<file path="src/rtl/rtss_params.svh">
/*
 * Constants for the reset and test strap sampling block.
 * Assumes a 10 MHz core clock and inclusion by bare name.
 */
`ifndef RTSS_PARAMS_SVH
`define RTSS_PARAMS_SVH
// ------------------------------------------------------------
// Timing
// ------------------------------------------------------------
`define RTSS_CLK_PERIOD_NS 100
`define RTSS_STRAP_DELAY_NS 1500
`define RTSS_STRAP_CYCLES ((`RTSS_STRAP_DELAY_NS) / (`RTSS_CLK_PERIOD_NS))
`define RTSS_CNT_W 5
// ------------------------------------------------------------
// Widths and reset values
// ------------------------------------------------------------
`define RTSS_STRAP_W 8
`define RTSS_STRAP_ZERO 8'h00
`define RTSS_STRAP_ONES 8'hFF
`define RTSS_BIT_CLR 1'h0
`define RTSS_BIT_SET 1'h1
`define RTSS_SYNC_RST 3'h0
`endif

</file>
<file path="src/rtl/rtss_pkg.sv">
/*
 * Types for the reset and test strap sampling block.
 * Assumes rtss_params.svh is available on the include path.
 */
`include "rtss_params.svh"
package rtss_pkg;
    // --------------------------------------------------------
    // Sequencer states
    // --------------------------------------------------------
    typedef enum logic [1:0] {
        RTSS_HOLD = 2'b00,
        RTSS_WAIT = 2'b01,
        RTSS_RUN = 2'b10
    } rtss_state_type;
    typedef logic [`RTSS_STRAP_W-1:0] rtss_strap_type;
endpackage : rtss_pkg

</file>
<file path="src/rtl/rtss_top.sv">
/*
 * Power-on reset sequencing with test strap sampling: holds every output
 * inactive while the reset pad is low, waits a fixed count after release,
 * samples the eight strap pads, latches the test mode choice and then
 * turns the strap pins into driven outputs.
 * Assumes a stable 10 MHz CLK and pad cells that combine OE and data.
 * Assumes the reset pad only rises once supplies and clocks are steady.
 */
`timescale 1ns/10ps
`include "rtss_params.svh"
module rtss_top (
    input wire logic CLK,
    input wire logic RST,
    input wire logic POWER_ON_RESET_N,
    input wire rtss_pkg::rtss_strap_type TEST_STRAP_PIN_IN,
    input wire rtss_pkg::rtss_strap_type TEST_STRAP_PIN_DATA,
    output logic [`RTSS_STRAP_W-1:0] TEST_STRAP_PIN_OUT,
    output logic [`RTSS_STRAP_W-1:0] TEST_STRAP_PIN_OE,
    output logic [`RTSS_STRAP_W-1:0] TEST_MODE_SELECT,
    output logic TEST_MODE,
    output logic CONFIG_START,
    output logic CONFIG_ACTIVE
);
    import rtss_pkg::*;

    // --------------------------------------------------------
    // Timing at a glance
    // --------------------------------------------------------
    // A rise on the reset pad is accepted four edges later, once the
    // synchroniser's last two stages agree. One more edge moves the
    // sequencer into its wait, which then counts RTSS_STRAP_CYCLES
    // edges before the strap sample is latched. The sample therefore
    // lands a few cycles after the nominal point, well inside the
    // loose timing the strap pins allow.
    // A low dip on the pad lasting a single clock never reaches the
    // accepted level, so a noisy supervisor cannot restart the wait.
    // A dip of two clocks or more is a real reset and drops every
    // output within five edges.
    // Configuration start is a single-cycle pulse.

    // --------------------------------------------------------
    // Reset pin synchroniser
    // --------------------------------------------------------
    logic [2:0] por_sync;
    logic [2:0] next_por_sync;
    logic por_level;
    logic next_por_level;

    // Shift in the pad; level moves only when stages two and three agree
    always_comb begin
        next_por_sync = {por_sync[1:0], POWER_ON_RESET_N};
        next_por_level = por_level;
        if (por_sync[1] == por_sync[2]) begin
            next_por_level = por_sync[2];
        end
    end

    // Register only; a cleared chain reads as reset still held
    always_ff @(posedge CLK) begin
        if (RST) begin
            por_sync <= `RTSS_SYNC_RST;
            por_level <= `RTSS_BIT_CLR;
        end else begin
            por_sync <= next_por_sync;
            por_level <= next_por_level;
        end
    end

    // --------------------------------------------------------
    // Sequencer
    // --------------------------------------------------------
    rtss_state_type state;
    rtss_state_type next_state;
    // Count width covers the strap wait with room to spare
    logic [`RTSS_CNT_W-1:0] cnt;
    logic [`RTSS_CNT_W-1:0] next_cnt;
    rtss_strap_type mode_sel;
    rtss_strap_type next_mode_sel;
    logic next_start;
    wire rtss_strap_type strap_level;

    // --------------------------------------------------------
    // Strap pin synchronisers
    // --------------------------------------------------------
    // Each strap pad gets its own three-stage chain. A bit only moves
    // once stages two and three agree, so a pad still settling on its
    // weak pulldown cannot leak a half-resolved bit into the sample.
    // The latency is harmless: the straps sit still long before use.
    genvar bit_idx;
    generate
        for (bit_idx = 0; bit_idx < `RTSS_STRAP_W; bit_idx++) begin : g_strap
            logic [2:0] chain;
            logic [2:0] next_chain;
            logic level;
            logic next_level;

            // Shift in the pad; hold the level while the stages disagree
            always_comb begin
                next_chain = {chain[1:0], TEST_STRAP_PIN_IN[bit_idx]};
                next_level = level;
                if (chain[1] == chain[2]) begin
                    next_level = chain[2];
                end
            end

            // Register only; reset parks the chain at the pulldown level
            always_ff @(posedge CLK) begin
                if (RST) begin
                    chain <= `RTSS_SYNC_RST;
                    level <= `RTSS_BIT_CLR;
                end else begin
                    chain <= next_chain;
                    level <= next_level;
                end
            end

            assign strap_level[bit_idx] = level;
        end
    endgenerate

    // Low reset forces HOLD from any state, so outputs fall at once,
    // and every new release replays the full wait from a zero count.
    always_comb begin
        next_state = state;
        next_cnt = cnt;
        next_mode_sel = mode_sel;
        next_start = `RTSS_BIT_CLR;
        if (!por_level) begin
            next_state = RTSS_HOLD;
            next_cnt = '0;
            next_mode_sel = `RTSS_STRAP_ZERO;
        end else begin
            unique case (state)
                RTSS_HOLD: begin
                    // Level has just risen: restart the wait
                    next_state = RTSS_WAIT;
                    next_cnt = '0;
                end
                RTSS_WAIT: begin
                    next_cnt = cnt + 1'b1;
                    // Last count: latch the straps, start configuring
                    if (cnt == `RTSS_CNT_W'(`RTSS_STRAP_CYCLES - 1)) begin
                        next_mode_sel = strap_level;
                        next_state = RTSS_RUN;
                        next_start = `RTSS_BIT_SET;
                    end
                end
                RTSS_RUN: begin
                    // Straps are ignored until the pad drops again
                    next_mode_sel = mode_sel;
                end
                default: begin
                    next_state = RTSS_HOLD;
                end
            endcase
        end
    end

    // Register only
    always_ff @(posedge CLK) begin
        if (RST) begin
            state <= RTSS_HOLD;
            cnt <= '0;
            mode_sel <= `RTSS_STRAP_ZERO;
        end else begin
            state <= next_state;
            cnt <= next_cnt;
            mode_sel <= next_mode_sel;
        end
    end

    // --------------------------------------------------------
    // Output registers
    // --------------------------------------------------------
    logic [`RTSS_STRAP_W-1:0] next_pin_oe;
    logic [`RTSS_STRAP_W-1:0] next_pin_out;
    logic next_test_mode;
    logic next_active;

    // Pins float until the strap sample is taken, then carry test data.
    // Looking at next_state keeps the drive change in step with the
    // sample, so the pads never float for a cycle after selection
    // and never drive before the straps have been read.
    always_comb begin
        next_pin_oe = `RTSS_STRAP_ZERO;
        next_pin_out = `RTSS_STRAP_ZERO;
        next_test_mode = |next_mode_sel;
        next_active = `RTSS_BIT_CLR;
        if (next_state == RTSS_RUN) begin
            next_pin_oe = `RTSS_STRAP_ONES;
            next_pin_out = TEST_STRAP_PIN_DATA;
            next_active = `RTSS_BIT_SET;
        end
    end

    // Register only; every top-level output leaves a flip-flop
    always_ff @(posedge CLK) begin
        if (RST) begin
            TEST_STRAP_PIN_OE <= `RTSS_STRAP_ZERO;
            TEST_STRAP_PIN_OUT <= `RTSS_STRAP_ZERO;
            TEST_MODE_SELECT <= `RTSS_STRAP_ZERO;
            TEST_MODE <= `RTSS_BIT_CLR;
            CONFIG_START <= `RTSS_BIT_CLR;
            CONFIG_ACTIVE <= `RTSS_BIT_CLR;
        end else begin
            TEST_STRAP_PIN_OE <= next_pin_oe;
            TEST_STRAP_PIN_OUT <= next_pin_out;
            TEST_MODE_SELECT <= next_mode_sel;
            TEST_MODE <= next_test_mode;
            CONFIG_START <= next_start;
            CONFIG_ACTIVE <= next_active;
        end
    end
endmodule : rtss_top

</file>
<file path="config.mk">
export PLATFORM = sky130hd
export DESIGN_NAME = rtss_top
export DESIGN_NICKNAME = d
export VERILOG_FILES = /design/src/rtl/rtss_pkg.sv /design/src/rtl/rtss_top.sv
export VERILOG_INCLUDE_DIRS = /design/src /design/src/rtl
export SDC_FILE = /design/constraint.sdc
export NUM_CORES = 1
export LEC_CHECK = 0
export ABC_AREA = 1
export BUFFER_PORTS_ARGS = -buffer_cell sky130_fd_sc_hd__buf_2
export CORE_MARGIN = 2
export CORE_UTILIZATION = 50
export CTS_BUF_LIST = sky130_fd_sc_hd__clkbuf_2 sky130_fd_sc_hd__clkbuf_4 sky130_fd_sc_hd__clkbuf_8
export DETAILED_ROUTE_END_ITERATION = 8
export MAX_ROUTING_LAYER = met4
export PLACE_DENSITY_LB_ADDON = 0.3
export RECOVER_POWER = 100
export SKIP_CTS_REPAIR_TIMING = 1
export SLEW_MARGIN = 20
export SYNTH_ARGS = -nofsm -noshare
export SYNTH_HDL_FRONTEND = slang
export SYNTH_SLANG_ARGS = --single-unit
export TNS_END_PERCENT = 5
</file>
<file path="constraint.sdc">
create_clock -name CLK -period 1.3 [get_ports CLK]
set_input_delay 0.13 -clock CLK [delete_from_list [all_inputs] [get_ports CLK]]
set_output_delay 0.13 -clock CLK [all_outputs]
set_load 0.02 [all_outputs]
</file>
==> reports/results.ini <==
[floorplanning]
ios=46
initial_core_util=0.532
die-area_mm2=0.00490
core_mm2=0.00409
row_count=23
die_w_um=70.0
fp.dieH_um=70.0

[status]
violations=negative hold slack, negative setup slack
status=complete, but fails checks

[yosys]
yosysUniqueCellTypes=21
syn_nets=284
syn_inst=263
yosys.area.top_type_share=0.570
yosysWarnings=0
synth_top_family_by_area=simple AND/OR/NAND/NOR gates
synthMostInstantiatedCell=dfxtp_1
netlist_top_cells_count=dfxtp_1, inv_1, nor2_1
synth.area.top_cells=dfxtp_1, inv_1, nor2_1, nand3_1, a21oi_1
yosys.area_share.simple=0.191
async_reset_ff_frac=0
synthAdderAreaFrac=0.0115
synthMuxAreaShare=0
synth_xor_area_frac=0
synth_compound_area_frac=0.0748
yosysTopAreaCell=dfxtp_1
ys_seq_area_frac=0.570
synth_ff_type=dfxtp_1
synth_area_per_cell_um2=8.27
ys_seq_elements=62
syn_area_mm2=0.00218
synth_edf_count=0

[timing]
relSlewSlack=0.821
setup_tns_ps=-508
hold_viol=3
worst_pin_slew_ps=269
post-route-period-util=1.11
finalSetupViolations=10
fin_crit_ps=1440
setup_ws_ps=-143
whs_ps=-7.10
drv_slew=0
max_freq_mhz=693
clock_skew_ps=5.37
rsz0062_at_grt=true

[power_and_ir_drop]
power_density_mw_per_mm2=1230
leakage_nw=1.37
vdd.ir_drop.worst_mv=1.03
power_mw=3.56

[placed_design]
place_inst=357
hpwlAfterDp_um=2610
place_congestion=0.787
io_buffers=45

[drt]
drtAntennaViolNets=0
drc=0
wire_per_inst_um=11.3
routed_via_density=4.63
dr.pass1.iters=4
drt_wl_total_um=4320
vias=1779
drt_iter0_markers=54

[clock_tree]
cts_sinks=62
root_buffer=clkbuf_8
cts_tree=built
cts.clk_slew.worst_paths_ps=60
insertion_delay_ps=330
clockBufferDepth=2
cts_buffers=9
htree_levels=3

[worst_hold_path]
hold_class=in2reg

[global_routing]
overflow=0
grt_pass1_wl_um=6350
grt_max_degree=45
grt_pass1_vias=1551
track_usage=0.173
antenna_found_initial=0

[final_layout]
antenna_cells=0
drive_above_1_share=0.332
fin_util=0.709
area_growth_pct=33.2
final-instance-count-excl-fill=384
fillers=306
nets=352

[setup_path]
cpMaxStageDelayCell=dfxtp_1
cp.required_ps=1520
path_cells=ha_4 -> nand2_4 -> nor2_4 -> buf_6 -> nand3_2 -> nand3_2 -> nand2_2 -> nor2_4 -> a21oi_2
worstPathMaxFanout=5
critPathArrivalTime_ps=1670
critical_path_class=reg2reg
worstSetupEndpointType=register
max_stage_delay_ps=380
cp-start-kind=register

[job]
cap_violations=0

==> flip-flops by register name (all words and copies together), names as in the netlist, 2 cells and up <==
signal and flops:
por_sync 3, TEST_STRAP_PIN_OUT 8, g_strap.level 8, TEST_MODE_SELECT 8, cnt 5, state 2, g_strap.chain 24
==> worst paths after layout <==
check | start | end | slack, ps | cells past startpoint
max | cnt[1] | TEST_MODE | -140 | 9
min | TEST_STRAP_PIN_IN[0] | g_strap[0].chain[0] | -7 | 3
max reg2reg | cnt[1] | TEST_MODE | -140 | 9
min reg2reg | g_strap[3].chain[0] | g_strap[3].chain[1] | 400 | 2
==> per-layer routing <==
metal | up-vias | global-route usage | share of wire | wire length, µm
met5 | - | - | 0 | 0
met4 | 0 | 0.103 | 0.027 | 115
met3 | 12 | 0.0678 | 0.050 | 214
met2 | 42 | 0.274 | 0.50 | 2180
li1 | 920 | - | - | -
met1 | 805 | 0.183 | 0.42 | 1810
==> area by class of cell <==
| cell class | instances | area (µm²) | area share |
|---|---|---|---|
| Sequential cell | 62 | 1240 | 0.429 |
| Multi-Input combinational cell | 124 | 729 | 0.252 |
| Timing Repair Buffer | 69 | 443 | 0.153 |
| Inverter | 65 | 244 | 0.0842 |
| Clock buffer | 13 | 173 | 0.0596 |
| Tap cell | 50 | 62.6 | 0.0216 |
| Clock inverter | 1 | 5.00 | 0.00173 |
==> through the flow <==
stage | area [µm²] | setup slack (ps) | hold WS, ps
floorplan | 2180 | 31.7 | 237
global placement | 2490 | -48.5 | 328
detailed placement | 2490 | -107 | 337
CTS | 2660 | -122 | -17.4
global route | 2900 | -217 | 6.96
finish | 2900 | -143 | -7.10
==> critical path, delay by kind of cell (launching register included) <==
kind / cells / cell delay [ps]
AO/OA/AOI/OAI: 1 / 60
buffers and inverters: 1 / 140
AND/OR/NAND/NOR: 6 / 560
flip-flops: 1 / 380
adder cells (fa/ha/maj): 1 / 180
==> cell usage in the layout (no fill, tap or decap), drive strengths merged <==
cell	count
dlygate4sd3	7
dfxtp	62
a211oi	9
clkinv	1
ha	2
nor3	1
a21oi	15
buf	62
inv	65
or2	1
nand2	18
o21ai	4
nand3	21
nor2	53
clkbuf	13
==> power by group <==
group	internal, mW	switching [mW]	total (mW)
logic	0.0558	0.0565	0.112
clock network	0.844	0.654	1.50
registers	1.93	0.0108	1.95
==> logic make-up (layout without fill, tap and decap cells) <==
| kind of cell | Yosys count | in the layout |
|---|---|---|
| AOI/OAI and AO/OA | 28 | 28 |
| adders and majority gates | 2 | 2 |
| buffers and inverters | 79 | 148 |
| DFF | 62 | 62 |
| and+or+nand+nor | 92 | 94 |
Note: power is estimated with default switching activity, not from simulation.
